==> src/phy_ctrl_defs.svh <==
// constants of the transceiver control and management register block
`ifndef PHY_CTRL_DEFS_SVH
`define PHY_CTRL_DEFS_SVH
`define SYS_CLK_NS      20
`define STARTUP_NS      100000
`define SOFT_RESET_NS   1300000
`define LED_FLASH_NS    40000000
`define OFF_CTRL0       6'h00
`define OFF_CTRL1       6'h01
`define OFF_STATUS      6'h02
`define C0_ENABLE       7
`define C0_AUTONEG_DISABLE_DEFAULT        6
`define C0_FAST_OFF     5
`define C0_SLOW_OFF     4
`define C0_LED_EN       3
`define C0_WAIT_STOP    2
`define C0_IRQ_EN       0
`define C0_WR_MASK      8'hFD
`define SR_FAST_OFF     5
`define SR_SLOW_OFF     4
`define SR_IRQ_FLAG     0
`define MC_RESET        15
`define MC_LOOP         14
`define MC_SPEED        13
`define MC_ANE          12
`define MC_ISOL         10
`define MC_RAN          9
`define MC_DUPLEX_SELECT         8
`define MC_COLTEST      7
`define MC_DEFAULT      16'h2000
`define MII_CTRL        5'h00
`define MII_STAT        5'h01
`define MII_ID1         5'h02
`define MII_ID2         5'h03
`define MII_ADV         5'h04
`define MII_NP          5'h07
`define MII_ICTL        5'h10
`define MII_PSTAT       5'h11
`define MII_PCTL        5'h12
`define MII_MADDR       5'h15
`define STAT_FIXED      16'h7849
`define STAT_ANCOMP     5
`define STAT_LINK       2
`define ADV_DEFAULT     16'h01E1
`define MD_OP_READ      2'b10
`define MD_OP_WRITE     2'b01
`define MD_HDR_BITS     5'd12
`define MD_DATA_LAST    5'd15
`endif

==> src/phy_ctrl_pkg.sv <==
// types shared by the transceiver control block
package phy_ctrl_pkg;
  typedef struct packed {
    logic link_up;
    logic an_speed_100;
    logic an_full_duplex;
    logic collision;
    logic rx_data;
    logic tx_en;
    logic irq_cond;
  } line_status_s;

  typedef struct packed {
    logic collision_led;
    logic duplex_led;
    logic speed_led;
    logic link_led;
    logic activity_led;
  } leds_s;

  typedef enum logic [2:0] {MD_IDLE, MD_START, MD_HDR, MD_TA, MD_DATA} mdio_state_e;
endpackage

==> src/ethernet_phy_control_regs.sv <==
// transceiver control registers, management register slave and led drive
`include "phy_ctrl_defs.svh"
module ethernet_phy_control_regs #(
  parameter int unsigned STARTUP_CYCLES = `STARTUP_NS / `SYS_CLK_NS,
  parameter int unsigned SRST_CYCLES    = `SOFT_RESET_NS / `SYS_CLK_NS,
  parameter int unsigned FLASH_CYCLES   = `LED_FLASH_NS / `SYS_CLK_NS,
  // identifier values are arbitrary
  parameter logic [15:0] ID_WORD1       = 16'h0A5A,
  parameter logic [15:0] ID_WORD2       = 16'h5C31
) (
  input  wire logic                        sys_clk,
  input  wire logic                        srst,
  input  wire logic                        clk_en,
  input  wire logic [5:0]                  host_addr,
  input  wire logic [7:0]                  host_wdata,
  input  wire logic                        host_wr,
  input  wire logic                        host_rd,
  output logic      [7:0]                  host_rdata,
  input  wire logic                        wait_mode,
  input  wire phy_ctrl_pkg::line_status_s  line_in,
  input  wire logic                        mdc,
  input  wire logic                        mdio_in,
  output logic                             mdio_out,
  output logic                             mdio_oe,
  output phy_ctrl_pkg::leds_s              leds,
  output logic                             mii_col,
  output logic                             fast_pll_pd,
  output logic                             slow_pll_pd,
  output logic                             phy_active,
  output logic                             autoneg_run,
  output logic                             isolate_on,
  output logic                             speed_100,
  output logic                             full_duplex,
  output logic                             irq_req
);
  import phy_ctrl_pkg::*;

  line_status_s line_s1_reg;
  line_status_s line_s2_reg;
  line_status_s line_prev_reg;
  logic [1:0]   md_s1_reg;
  logic [1:0]   md_s2_reg;
  logic         mdc_prev_reg;
  logic         mdc_rise;
  logic         mdio_s;

  logic [7:0]   ctrl0_reg;
  logic [4:0]   ctrl1_reg;
  logic         irq_flag_reg;
  logic         ictl_seen_reg;
  logic         en_prev_reg;
  logic         latch_pulse;
  logic         halted;

  logic [15:0]  mctl_reg;
  logic [15:0]  adv_reg;
  logic [15:0]  np_reg;
  logic [15:0]  ictl_reg;
  logic [15:0]  pctl_reg;
  logic [4:0]   maddr_reg;
  logic         ane_latched_reg;
  logic         srst_busy_reg;
  logic [31:0]  srst_cnt_reg;
  logic         srst_start;
  logic [31:0]  start_cnt_reg;
  logic         started_reg;

  mdio_state_e  md_state_reg;
  logic [4:0]   md_cnt_reg;
  logic [11:0]  md_hdr_reg;
  logic [15:0]  md_word_reg;
  logic         md_wr_stb_reg;
  logic         md_ictl_rd_reg;
  logic [15:0]  mii_rd_data;
  logic         md_hit;
  logic         md_is_read;

  logic [1:0]   flash_trig;
  logic [31:0]  flash_cnt_reg [2];
  logic         led_en;
  logic         loop_on;
  logic         irq_rise;
  logic         fast_st;
  logic         slow_st;

  // pins and line status cross into sys_clk through two flops
  always_ff @(posedge sys_clk) begin
    if (srst) begin
      line_s1_reg   <= '0;
      line_s2_reg   <= '0;
      line_prev_reg <= '0;
      md_s1_reg     <= 2'h3;
      md_s2_reg     <= 2'h3;
      mdc_prev_reg  <= 1'b1;
    end else if (clk_en) begin
      line_s1_reg   <= line_in;
      line_s2_reg   <= line_s1_reg;
      line_prev_reg <= line_s2_reg;
      md_s1_reg     <= {mdc, mdio_in};
      md_s2_reg     <= md_s1_reg;
      mdc_prev_reg  <= md_s2_reg[1];
    end
  end

  assign mdc_rise = md_s2_reg[1] & ~mdc_prev_reg;
  assign mdio_s   = md_s2_reg[0];
  assign irq_rise = line_s2_reg.irq_cond & ~line_prev_reg.irq_cond;

  // host register port
  always_ff @(posedge sys_clk) begin
    if (srst) begin
      ctrl0_reg <= '0;
      ctrl1_reg <= '0;
    end else if (clk_en && host_wr) begin
      if (host_addr == `OFF_CTRL0)
        ctrl0_reg <= host_wdata & `C0_WR_MASK;
      if (host_addr == `OFF_CTRL1)
        ctrl1_reg <= host_wdata[4:0];
    end
  end

  always_ff @(posedge sys_clk) begin
    if (srst) begin
      host_rdata <= '0;
    end else if (clk_en && host_rd) begin
      unique case (host_addr)
        `OFF_CTRL0:  host_rdata <= ctrl0_reg;
        `OFF_CTRL1:  host_rdata <= {3'h0, ctrl1_reg};
        `OFF_STATUS: host_rdata <= {2'h0, fast_st, slow_st, 3'h0, irq_flag_reg};
        default:     host_rdata <= '0;
      endcase
    end
  end

  // flag clear is armed only by a management read of the interrupt control word
  always_ff @(posedge sys_clk) begin
    if (srst) begin
      irq_flag_reg  <= 1'b0;
      ictl_seen_reg <= 1'b0;
    end else if (clk_en) begin
      if (host_wr && host_addr == `OFF_STATUS && host_wdata[`SR_IRQ_FLAG] && ictl_seen_reg) begin
        irq_flag_reg  <= 1'b0;
        ictl_seen_reg <= 1'b0;
      end
      if (md_ictl_rd_reg)
        ictl_seen_reg <= 1'b1;
      if (irq_rise)
        irq_flag_reg <= 1'b1;
    end
  end

  assign halted  = ctrl0_reg[`C0_WAIT_STOP] & wait_mode;
  assign irq_req = irq_flag_reg & ctrl0_reg[`C0_IRQ_EN] & ~halted;

  always_ff @(posedge sys_clk) begin
    if (srst)
      en_prev_reg <= 1'b0;
    else if (clk_en)
      en_prev_reg <= ctrl0_reg[`C0_ENABLE];
  end

  assign latch_pulse = ctrl0_reg[`C0_ENABLE] & ~en_prev_reg;

  // soft reset runs a fixed count, reset bit reads one meanwhile
  assign srst_start = md_wr_stb_reg && md_hdr_reg[4:0] == `MII_CTRL && md_word_reg[`MC_RESET];

  always_ff @(posedge sys_clk) begin
    if (srst) begin
      srst_busy_reg <= 1'b0;
      srst_cnt_reg  <= '0;
    end else if (clk_en) begin
      if (srst_start) begin
        srst_busy_reg <= 1'b1;
        srst_cnt_reg  <= '0;
      end else if (srst_busy_reg) begin
        srst_cnt_reg <= srst_cnt_reg + 32'h1;
        if (srst_cnt_reg == SRST_CYCLES - 1)
          srst_busy_reg <= 1'b0;
      end
    end
  end

  // management registers
  always_ff @(posedge sys_clk) begin
    if (srst) begin
      mctl_reg        <= `MC_DEFAULT;
      adv_reg         <= `ADV_DEFAULT;
      np_reg          <= '0;
      ictl_reg        <= '0;
      pctl_reg        <= '0;
      maddr_reg       <= '0;
      ane_latched_reg <= 1'b0;
    end else if (clk_en) begin
      if (latch_pulse) begin
        ane_latched_reg      <= ~ctrl0_reg[`C0_AUTONEG_DISABLE_DEFAULT];
        mctl_reg[`MC_ANE]    <= ~ctrl0_reg[`C0_AUTONEG_DISABLE_DEFAULT];
        maddr_reg            <= ctrl1_reg;
      end else if (srst_start) begin
        mctl_reg          <= `MC_DEFAULT;
        mctl_reg[`MC_ANE] <= ane_latched_reg;
        adv_reg           <= `ADV_DEFAULT;
        np_reg            <= '0;
        ictl_reg          <= '0;
        pctl_reg          <= '0;
      end else if (md_wr_stb_reg && !srst_busy_reg) begin
        unique case (md_hdr_reg[4:0])
          `MII_CTRL:  mctl_reg  <= md_word_reg;
          `MII_ADV:   adv_reg   <= md_word_reg;
          `MII_NP:    np_reg    <= md_word_reg;
          `MII_ICTL:  ictl_reg  <= md_word_reg;
          `MII_PCTL:  pctl_reg  <= md_word_reg;
          `MII_MADDR: maddr_reg <= md_word_reg[4:0];
          default:    ;
        endcase
      end else if (autoneg_run) begin
        mctl_reg[`MC_RAN] <= 1'b0;
      end
    end
  end

  // read image of the management space; holes read zero
  always_comb begin
    mii_rd_data = '0;
    unique case (md_hdr_reg[4:0])
      `MII_CTRL:  mii_rd_data = {srst_busy_reg, mctl_reg[14:0]};
      `MII_STAT: begin
        mii_rd_data = `STAT_FIXED;
        mii_rd_data[`STAT_LINK]   = line_s2_reg.link_up;
        mii_rd_data[`STAT_ANCOMP] = autoneg_run & line_s2_reg.link_up;
      end
      `MII_ID1:   mii_rd_data = ID_WORD1;
      `MII_ID2:   mii_rd_data = ID_WORD2;
      `MII_ADV:   mii_rd_data = adv_reg;
      `MII_NP:    mii_rd_data = np_reg;
      `MII_ICTL:  mii_rd_data = ictl_reg;
      `MII_PSTAT: mii_rd_data = {13'h0, line_s2_reg.link_up, speed_100, full_duplex};
      `MII_PCTL:  mii_rd_data = pctl_reg;
      `MII_MADDR: mii_rd_data = {11'h0, maddr_reg};
      default:    mii_rd_data = '0;
    endcase
  end

  assign md_hit     = md_hdr_reg[9:5] == maddr_reg;
  assign md_is_read = md_hdr_reg[11:10] == `MD_OP_READ;

  // serial management slave, sampled and driven on mdc rising edges;
  // preamble is optional, so a lone zero after idle ones starts a frame
  // and the master keeps three idle mdc after a soft reset
  always_ff @(posedge sys_clk) begin
    if (srst) begin
      md_state_reg   <= MD_IDLE;
      md_cnt_reg     <= '0;
      md_hdr_reg     <= '0;
      md_word_reg    <= '0;
      md_wr_stb_reg  <= 1'b0;
      md_ictl_rd_reg <= 1'b0;
      mdio_oe        <= 1'b0;
      mdio_out       <= 1'b0;
    end else if (clk_en) begin
      md_wr_stb_reg  <= 1'b0;
      md_ictl_rd_reg <= 1'b0;
      if (mdc_rise) begin
        unique case (md_state_reg)
          MD_IDLE: begin
            if (!mdio_s)
              md_state_reg <= MD_START;
          end
          MD_START: begin
            md_cnt_reg   <= '0;
            md_state_reg <= mdio_s ? MD_HDR : MD_IDLE;
          end
          MD_HDR: begin
            md_hdr_reg <= {md_hdr_reg[10:0], mdio_s};
            md_cnt_reg <= md_cnt_reg + 5'h1;
            if (md_cnt_reg == `MD_HDR_BITS - 5'h1) begin
              md_cnt_reg   <= '0;
              md_state_reg <= MD_TA;
            end
          end
          MD_TA: begin
            md_cnt_reg <= md_cnt_reg + 5'h1;
            if (md_cnt_reg == 5'h0) begin
              if (md_is_read && md_hit) begin
                mdio_oe        <= 1'b1;
                mdio_out       <= 1'b0;
                md_word_reg    <= mii_rd_data;
                md_ictl_rd_reg <= md_hdr_reg[4:0] == `MII_ICTL;
              end
            end else begin
              mdio_out     <= md_word_reg[15];
              md_word_reg  <= {md_word_reg[14:0], 1'b0};
              md_cnt_reg   <= '0;
              md_state_reg <= MD_DATA;
            end
          end
          MD_DATA: begin
            md_cnt_reg <= md_cnt_reg + 5'h1;
            if (md_is_read) begin
              mdio_out    <= md_word_reg[15];
              md_word_reg <= {md_word_reg[14:0], 1'b0};
            end else begin
              md_word_reg <= {md_word_reg[14:0], mdio_s};
            end
            if (md_cnt_reg == `MD_DATA_LAST) begin
              mdio_oe       <= 1'b0;
              mdio_out      <= 1'b0;
              md_state_reg  <= MD_IDLE;
              md_wr_stb_reg <= !md_is_read && md_hit && md_hdr_reg[11:10] == `MD_OP_WRITE;
            end
          end
          default: md_state_reg <= MD_IDLE;
        endcase
      end
    end
  end

  // start-up delay restarts on every enable rise and after soft reset
  always_ff @(posedge sys_clk) begin
    if (srst) begin
      start_cnt_reg <= '0;
      started_reg   <= 1'b0;
    end else if (clk_en) begin
      if (!ctrl0_reg[`C0_ENABLE] || latch_pulse || srst_busy_reg) begin
        start_cnt_reg <= '0;
        started_reg   <= 1'b0;
      end else if (!started_reg) begin
        start_cnt_reg <= start_cnt_reg + 32'h1;
        if (start_cnt_reg == STARTUP_CYCLES - 1)
          started_reg <= 1'b1;
      end
    end
  end

  assign phy_active  = ctrl0_reg[`C0_ENABLE] & started_reg & ~halted & ~srst_busy_reg;
  assign autoneg_run = phy_active & mctl_reg[`MC_ANE];
  assign loop_on     = mctl_reg[`MC_LOOP];
  assign isolate_on  = mctl_reg[`MC_ISOL] | loop_on;
  assign speed_100   = mctl_reg[`MC_ANE] ? line_s2_reg.an_speed_100 : mctl_reg[`MC_SPEED];
  assign full_duplex = mctl_reg[`MC_ANE] ? line_s2_reg.an_full_duplex : mctl_reg[`MC_DUPLEX_SELECT];

  // a manual 10 mbit link keeps the 100 mbit clock generator off, and the reverse
  assign fast_pll_pd = ctrl0_reg[`C0_FAST_OFF] | ~phy_active | (~mctl_reg[`MC_ANE] & ~mctl_reg[`MC_SPEED]);
  assign slow_pll_pd = ctrl0_reg[`C0_SLOW_OFF] | ~phy_active | (~mctl_reg[`MC_ANE] & mctl_reg[`MC_SPEED]);
  assign fast_st     = fast_pll_pd;
  assign slow_st     = slow_pll_pd;

  always_comb begin
    if (loop_on)
      mii_col = mctl_reg[`MC_COLTEST] & line_s2_reg.tx_en;
    else
      mii_col = line_s2_reg.collision & ~isolate_on & phy_active;
  end

  // leds: short events are stretched so that a flash is visible
  assign led_en        = ctrl0_reg[`C0_LED_EN];
  assign flash_trig[0] = line_s2_reg.collision & ~full_duplex & ~loop_on;
  assign flash_trig[1] = line_s2_reg.rx_data;

  generate
    for (genvar i = 0; i < 2; i++) begin : g_flash
      always_ff @(posedge sys_clk) begin
        if (srst)
          flash_cnt_reg[i] <= '0;
        else if (clk_en) begin
          if (flash_trig[i] && phy_active)
            flash_cnt_reg[i] <= FLASH_CYCLES;
          else if (flash_cnt_reg[i] != '0)
            flash_cnt_reg[i] <= flash_cnt_reg[i] - 32'h1;
        end
      end
    end
  endgenerate

  assign leds.collision_led = led_en & (flash_cnt_reg[0] != '0);
  assign leds.duplex_led    = led_en & phy_active & full_duplex;
  assign leds.speed_led     = led_en & phy_active & speed_100;
  assign leds.link_led      = led_en & phy_active & line_s2_reg.link_up;
  assign leds.activity_led  = led_en & (flash_cnt_reg[1] != '0);

  a_leds_dark: assert property (@(posedge sys_clk) disable iff (srst)
    !led_en |-> leds == '0) else $error("leds lit while drive disabled");

  a_irq_gated: assert property (@(posedge sys_clk) disable iff (srst)
    irq_req |-> irq_flag_reg && ctrl0_reg[`C0_IRQ_EN] && !halted) else $error("irq without flag and enable");

  a_ane_latch: assert property (@(posedge sys_clk) disable iff (srst)
    clk_en && latch_pulse |=> mctl_reg[`MC_ANE] == !$past(ctrl0_reg[`C0_AUTONEG_DISABLE_DEFAULT])) else $error("autoneg not latched");

  a_addr_latch: assert property (@(posedge sys_clk) disable iff (srst)
    clk_en && latch_pulse |=> maddr_reg == $past(ctrl1_reg)) else $error("address not latched");

  a_flag_sets: assert property (@(posedge sys_clk) disable iff (srst)
    clk_en && irq_rise |=> irq_flag_reg) else $error("interrupt event lost");

  a_srst_bound: assert property (@(posedge sys_clk) disable iff (srst)
    srst_busy_reg |-> srst_cnt_reg < SRST_CYCLES) else $error("soft reset overran");

  a_wait_halt: assert property (@(posedge sys_clk) disable iff (srst)
    ctrl0_reg[`C0_WAIT_STOP] && wait_mode |-> !phy_active && !irq_req) else $error("running in wait");

  a_loop_col: assert property (@(posedge sys_clk) disable iff (srst)
    loop_on && !mctl_reg[`MC_COLTEST] |-> !mii_col && isolate_on) else $error("collision in loopback");

  a_manual_rate: assert property (@(posedge sys_clk) disable iff (srst)
    !mctl_reg[`MC_ANE] |-> speed_100 == mctl_reg[`MC_SPEED]) else $error("manual speed ignored");

  a_pll_off: assert property (@(posedge sys_clk) disable iff (srst)
    ctrl0_reg[`C0_FAST_OFF] |-> fast_pll_pd && fast_st) else $error("fast pll not off");

  a_slow_off: assert property (@(posedge sys_clk) disable iff (srst)
    ctrl0_reg[`C0_SLOW_OFF] |-> slow_pll_pd && slow_st) else $error("slow pll not off");

  a_hole_zero: assert property (@(posedge sys_clk) disable iff (srst)
    clk_en && host_rd && host_addr > `OFF_STATUS |=> host_rdata == '0) else $error("reserved read not zero");

endmodule

==> config.mk <==
export PLATFORM = sky130hd
export DESIGN_NAME = ethernet_phy_control_regs
export DESIGN_NICKNAME = d
export VERILOG_FILES = /design/src/phy_ctrl_pkg.sv /design/src/ethernet_phy_control_regs.sv
export VERILOG_INCLUDE_DIRS = /design/src
export SDC_FILE = /design/constraint.sdc
export NUM_CORES = 1
export LEC_CHECK = 0
export BUFFER_PORTS_ARGS = -buffer_cell sky130_fd_sc_hd__buf_2
export CORE_UTILIZATION = 60
export DETAILED_ROUTE_END_ITERATION = 8
export PLACE_DENSITY = 0.82
export SLEW_MARGIN = 20
export SYNTH_ARGS = -nofsm -noshare
export SYNTH_HDL_FRONTEND = slang
export SYNTH_SLANG_ARGS = --single-unit
==> constraint.sdc <==
create_clock -name sys_clk -period 5.3 [get_ports sys_clk]
set_input_delay 0.795 -clock sys_clk [delete_from_list [all_inputs] [get_ports sys_clk]]
set_output_delay 0.795 -clock sys_clk [all_outputs]
set_load 0.05 [all_outputs]
Yosys cells after proc, flatten, opt, wreduce, memory -nomap -nowiden
Memory sizes are Yosys's and may differ from the RTL's.
Cells that the tools add are included.
{ "totals": {"regBits": 234, "mem_bits_rw": 64, "in_bits": 29, "output_inout_bits": 24, "mem_count": 1} }
{ "classes": {"add_sub_neg": 5, "n_eq_ne": 33, "muxes": 94, "bitwise": 46, "reduce_logical": 61} }
{ "memory_table": {"columns": ["name", "words", "word_bits", "rd", "rd_clocked_by_memory_dff", "write_ports", "line_no", "source"], "rows": [
  ["flash_cnt_reg", 2, 32, 2, 0, 2, "ethernet_phy_control_regs.sv:79", "logic [31:0] flash_cnt_reg [2];"]
]} }
{ "op_table": {"columns": ["cell", "n"], "rows": [
  ["32-bit 2-to-1 mux", 8],
  ["16-bit 2-to-1 mux", 14],
  ["16-bit case mux with 10 select lines", 1],
  ["32-bit by 1-bit adder with 32-bit output (second input constant)", 2],
  ["32-bit nonzero test", 2],
  ["32-bit by 1-bit subtractor with 32-bit output (second input constant)", 2],
  ["1-bit 2-to-1 mux", 50],
  ["5-bit 2-to-1 mux", 7],
  ["32-bit by 13-bit equality test with 1-bit output (second input constant)", 1],
  ["32-bit by 16-bit equality test with 1-bit output (second input constant)", 1],
  ["16-bit case mux with 2 select lines", 1],
  ["4-bit AND reduction", 8],
  ["15-bit 2-to-1 mux", 2],
  ["1-bit AND", 24],
  ["8-bit case mux with 3 select lines", 1],
  ["2-bit nonzero test", 12],
  ["5-bit equality test (second input constant)", 4],
  ["5-bit case mux with 4 select lines", 1],
  ["3-bit case mux with 5 select lines", 1],
  ["2-bit != test (second input constant)", 7],
  ["2-bit AND reduction", 7],
  ["1-bit logical AND", 13],
  ["1-bit inverter", 13],
  ["3-bit 2-to-1 mux", 4],
  ["other kinds (29)", 53]
]} }

Longest topological paths before layout
{ "logic_depth": {"word_depth": 11, "ltp_mapped": 10, "ltp_nobuf": 8} }

Least setup slack after synthesis
Ideal clock, no wire load.
{ "synth_path": {"path_type": "input to register", "from": "input wait_mode", "to": "memory flash_cnt_reg[0][0] (enable)", "arrival_ns": 4.299, "required_ns": 4.834, "setup_slack_ns": 0.535, "stages": 7, "n_path_buf": 1, "path_cell_list": "nand2_1 > and3_1 > clkbuf_1 > nand2_1 > nor3_1 > nor2b_1 > o21ai_0"} }
{ "synth_lines": {"columns": ["element", "line_no", "source"], "rows": [
  ["start: declaration", "ethernet_phy_control_regs.sv:19", "input wire logic wait_mode,"],
  ["end: declaration", "ethernet_phy_control_regs.sv:79", null]
]} }

==> qor.txt <==
Pins Over Slew Limit -> 0
Crit path cell chain -> or4_1 > nor4_4 > nand4_1 > nor4_2 > nor2b_1 > buf_2
Total core area -> 23000 um2
Hold_ws -> 0.462 ns
Most common cell after layout, fill and taps aside -> nor2_1
Die area -> 24300 um2
Slew headroom -> 20.8%
Clock root buffer -> clkbuf_16
PortBufs -> 52
Share of layout cells above drive strength 1 -> 9.15%
Post-CTS Setup Bufs -> 0
Post-synth EDFFs -> 64
1st-iter DRT viols -> 1191
Largest register FFs -> 64
Synth async-reset ratio -> 0%
GRT Total Usage -> 29.3%
Reg2reg end -> flash_cnt_reg[0][18]
Post-layout min period -> 3.96 ns
Syn Nets -> 1703
Max-cap viol count -> 0
TritonCTS Buffers -> 30
CTS sink count -> 298
Status -> completed
Number of antenna violations at the first check in global routing -> 1
Commonest cells after routing, fill and taps aside -> nor2_1 (244), dfxtp_1 (234), nand2_1 (200)
Largest net degree at the start of global routing -> 92
H-tree depth -> 1
Reg2reg path depth -> 6
Crit. End Element -> output pin
Worst path required time -> 4.51 ns
I/O pin count -> 53
Initial Utilization -> 61.9%
Avg WL per Cell -> 17.8 um
RePlAce Congestion -> 0.930
Register area share after synthesis -> 46.4%
Post-DP HPWL -> 23.8 mm
Post-CTS sizing -> 0
CTS tree -> yes
Vias in the first global route -> 11618
WL final -> 35.8 mm
CP max-delay cell -> or4_1
Leak pwr -> 5.57 nW
Clock skew -> 0.0132 ns
Synthesized instance count -> 1665
Die Wd -> 156 um
#FFs+latches synth -> 298
Nets -> 1719
Worst min-delay path startpoint -> adv_reg[13]
Max frequency -> 253 MHz
CTS max path bufs -> 3
Register-to-Register Setup Slack -> 1.71 ns
GR Overflow Total -> 0
Crit Path Max Fanout -> 7
Synth Warn # -> 0
Mean post-synth cell area -> 8.55 um2
Vias -> 12306
Worst Tran Pin Value -> 1.18 ns
Synth Cell Area -> 14200 um2
Later-pin clock latency in the skew report -> 0.56 ns
Type of the worst min-delay path -> reg2reg
FP Rows -> 55
Residual DRC -> 0
Main synth FF type -> dfxtp_1
Power Density -> 303 nW/um2
Die height -> 156 um
Post-DRT Antenna Nets -> 0
Slowest stage delay, CP -> 0.64 ns
CP Data Arrival Time -> 3.16 ns
Number of cells on the worst hold path -> 2
R2r startpoint -> flash_cnt_reg[0][5]
Vias per inst -> 6.10
Startpoint Class -> flip-flop
Synth unique cells -> 71
Hold Vio Cnt, Final -> 0
Crit Path Category -> reg2out
Setup_tns -> 0 ns
Final setup viols -> 0
Area growth syn-to-layout -> 10.3%
WHS Endpoint -> adv_reg[13]
Ratio of final minimum period to clock period -> 74.7%
RSZ-0062 raised after global routing -> no
First drt pass iteration count -> 7
Peak supply drop -> 0.000269 V
Clock transition at path regs -> 0.06 ns
Hold-fix buffers at CTS -> 0
First-pass GRT wire length -> 57.8 mm
CP delay by family, top -> simple AND/OR/NAND/NOR gates
Critical path buffers and inverters -> 1
[worst reg2reg max path, delay by kind of cell, from the launching register on]
kind             cells  cell delay, ns
AND/OR/NAND/NOR      5            2.62
AO/OA/AOI/OAI        1            0.26
flip-flops           1            0.42
[how the worst max path moves through the flow]
stage,slack (ns),cells past startpoint,endpoint,startpoint
final,1.34,6,leds[4],flash_cnt_reg[0][5]
after global routing,1.21,6,leds[4],flash_cnt_reg[0][5]
after CTS,1.33,6,leds[4],flash_cnt_reg[0][5]
after detailed placement,1.70,6,flash_cnt_reg[0][18],flash_cnt_reg[0][5]
after global placement,1.96,6,flash_cnt_reg[0][20],flash_cnt_reg[0][5]
after floorplan,0.54,7,flash_cnt_reg[0][0],wait_mode
[synthesized netlist by cell type (4+ instances only)]
master	instances	area share, %
a211oi_1	9	0.47
a21oi_1	130	4.6
a22o_1	4	0.25
a22oi_1	20	1.1
a311oi_1	11	0.68
a32oi_1	4	0.25
and2_1	4	0.18
and3_1	22	0.97
buf_1	6	0.16
buf_2	13	0.46
clkbuf_1	70	1.8
dfxtp_1	234	33
edfxtp_1	64	14
ha_1	9	0.79
inv_1	33	0.87
mux2_2	6	0.47
mux2i_1	59	4.1
nand2_1	200	5.3
nand2b_1	10	0.44
nand3_1	43	1.5
nand4_1	32	1.4
nor2_1	244	6.4
nor2b_1	27	1.2
nor3_1	53	1.9
nor3b_1	6	0.32
nor4_1	25	1.1
nor4b_1	4	0.25
o21ai_0	103	3.6
o31ai_1	4	0.21
o32ai_1	4	0.25
or2_2	7	0.31
or3_1	29	1.3
or3b_2	4	0.25
or4_1	12	0.63
xnor2_1	68	4.2
xor2_1	39	2.4
[power by group]
part | internal [W] | switching (W) | leakage, nW
combinational | 0.0000764 | 0.000143 | 2.50
clock | 0.00125 | 0.000875 | 0.489
sequential | 0.00237 | 0.0000426 | 2.58
total | 0.00369 | 0.00106 | 5.57
[logic make-up after synthesis]
| family | after synthesis | synth area share, % |
|---|---|---|
| AND/OR/NAND/NOR | 739 | 24.7 |
| AO/OA/AOI/OAI | 319 | 13.2 |
| flip-flops | 298 | 46.4 |
| buffers and inverters | 128 | 3.67 |
| XOR/XNOR | 107 | 6.58 |
| multiplexers | 65 | 4.62 |
| adder cells (fa/ha/maj) | 9 | 0.791 |
[per-layer routing]
metal / vias up / global-route usage [%] / share of wire, %
li1: 5885 / - / -
met1: 5762 / 38.7 / 42
met2: 548 / 48.3 / 46
met3: 111 / 4.69 / 8.9
met4: 0 / 10.9 / 3.4
met5: - / 0 / 0
[layout make-up]
type,count,area [um2]
fillers,1843,7280
multi-input cells,1239,7130
flip-flops and latches,298,6610
clock buffers,43,882
repair buffers,78,458
well taps,313,392
inverters,34,128
clock inverters,12,105
diodes,1,2.50
[per-stage QoR]
stage	util [%]	setup WS [ns]	std cells	power, W	instance area, um2
finish	68.3	1.34	2018	0.00475	15700
global route	68.3	1.21	2018	0.00489	15700
CTS	68.3	1.33	2017	0.00477	15700
detailed placement	64.0	1.70	1962	0.00268	14700
global placement	64.0	1.96	1962	0.00267	14700
floorplan	-	0.535	1665	0.00261	14200
Note: power is estimated with default switching activity, not from simulation.
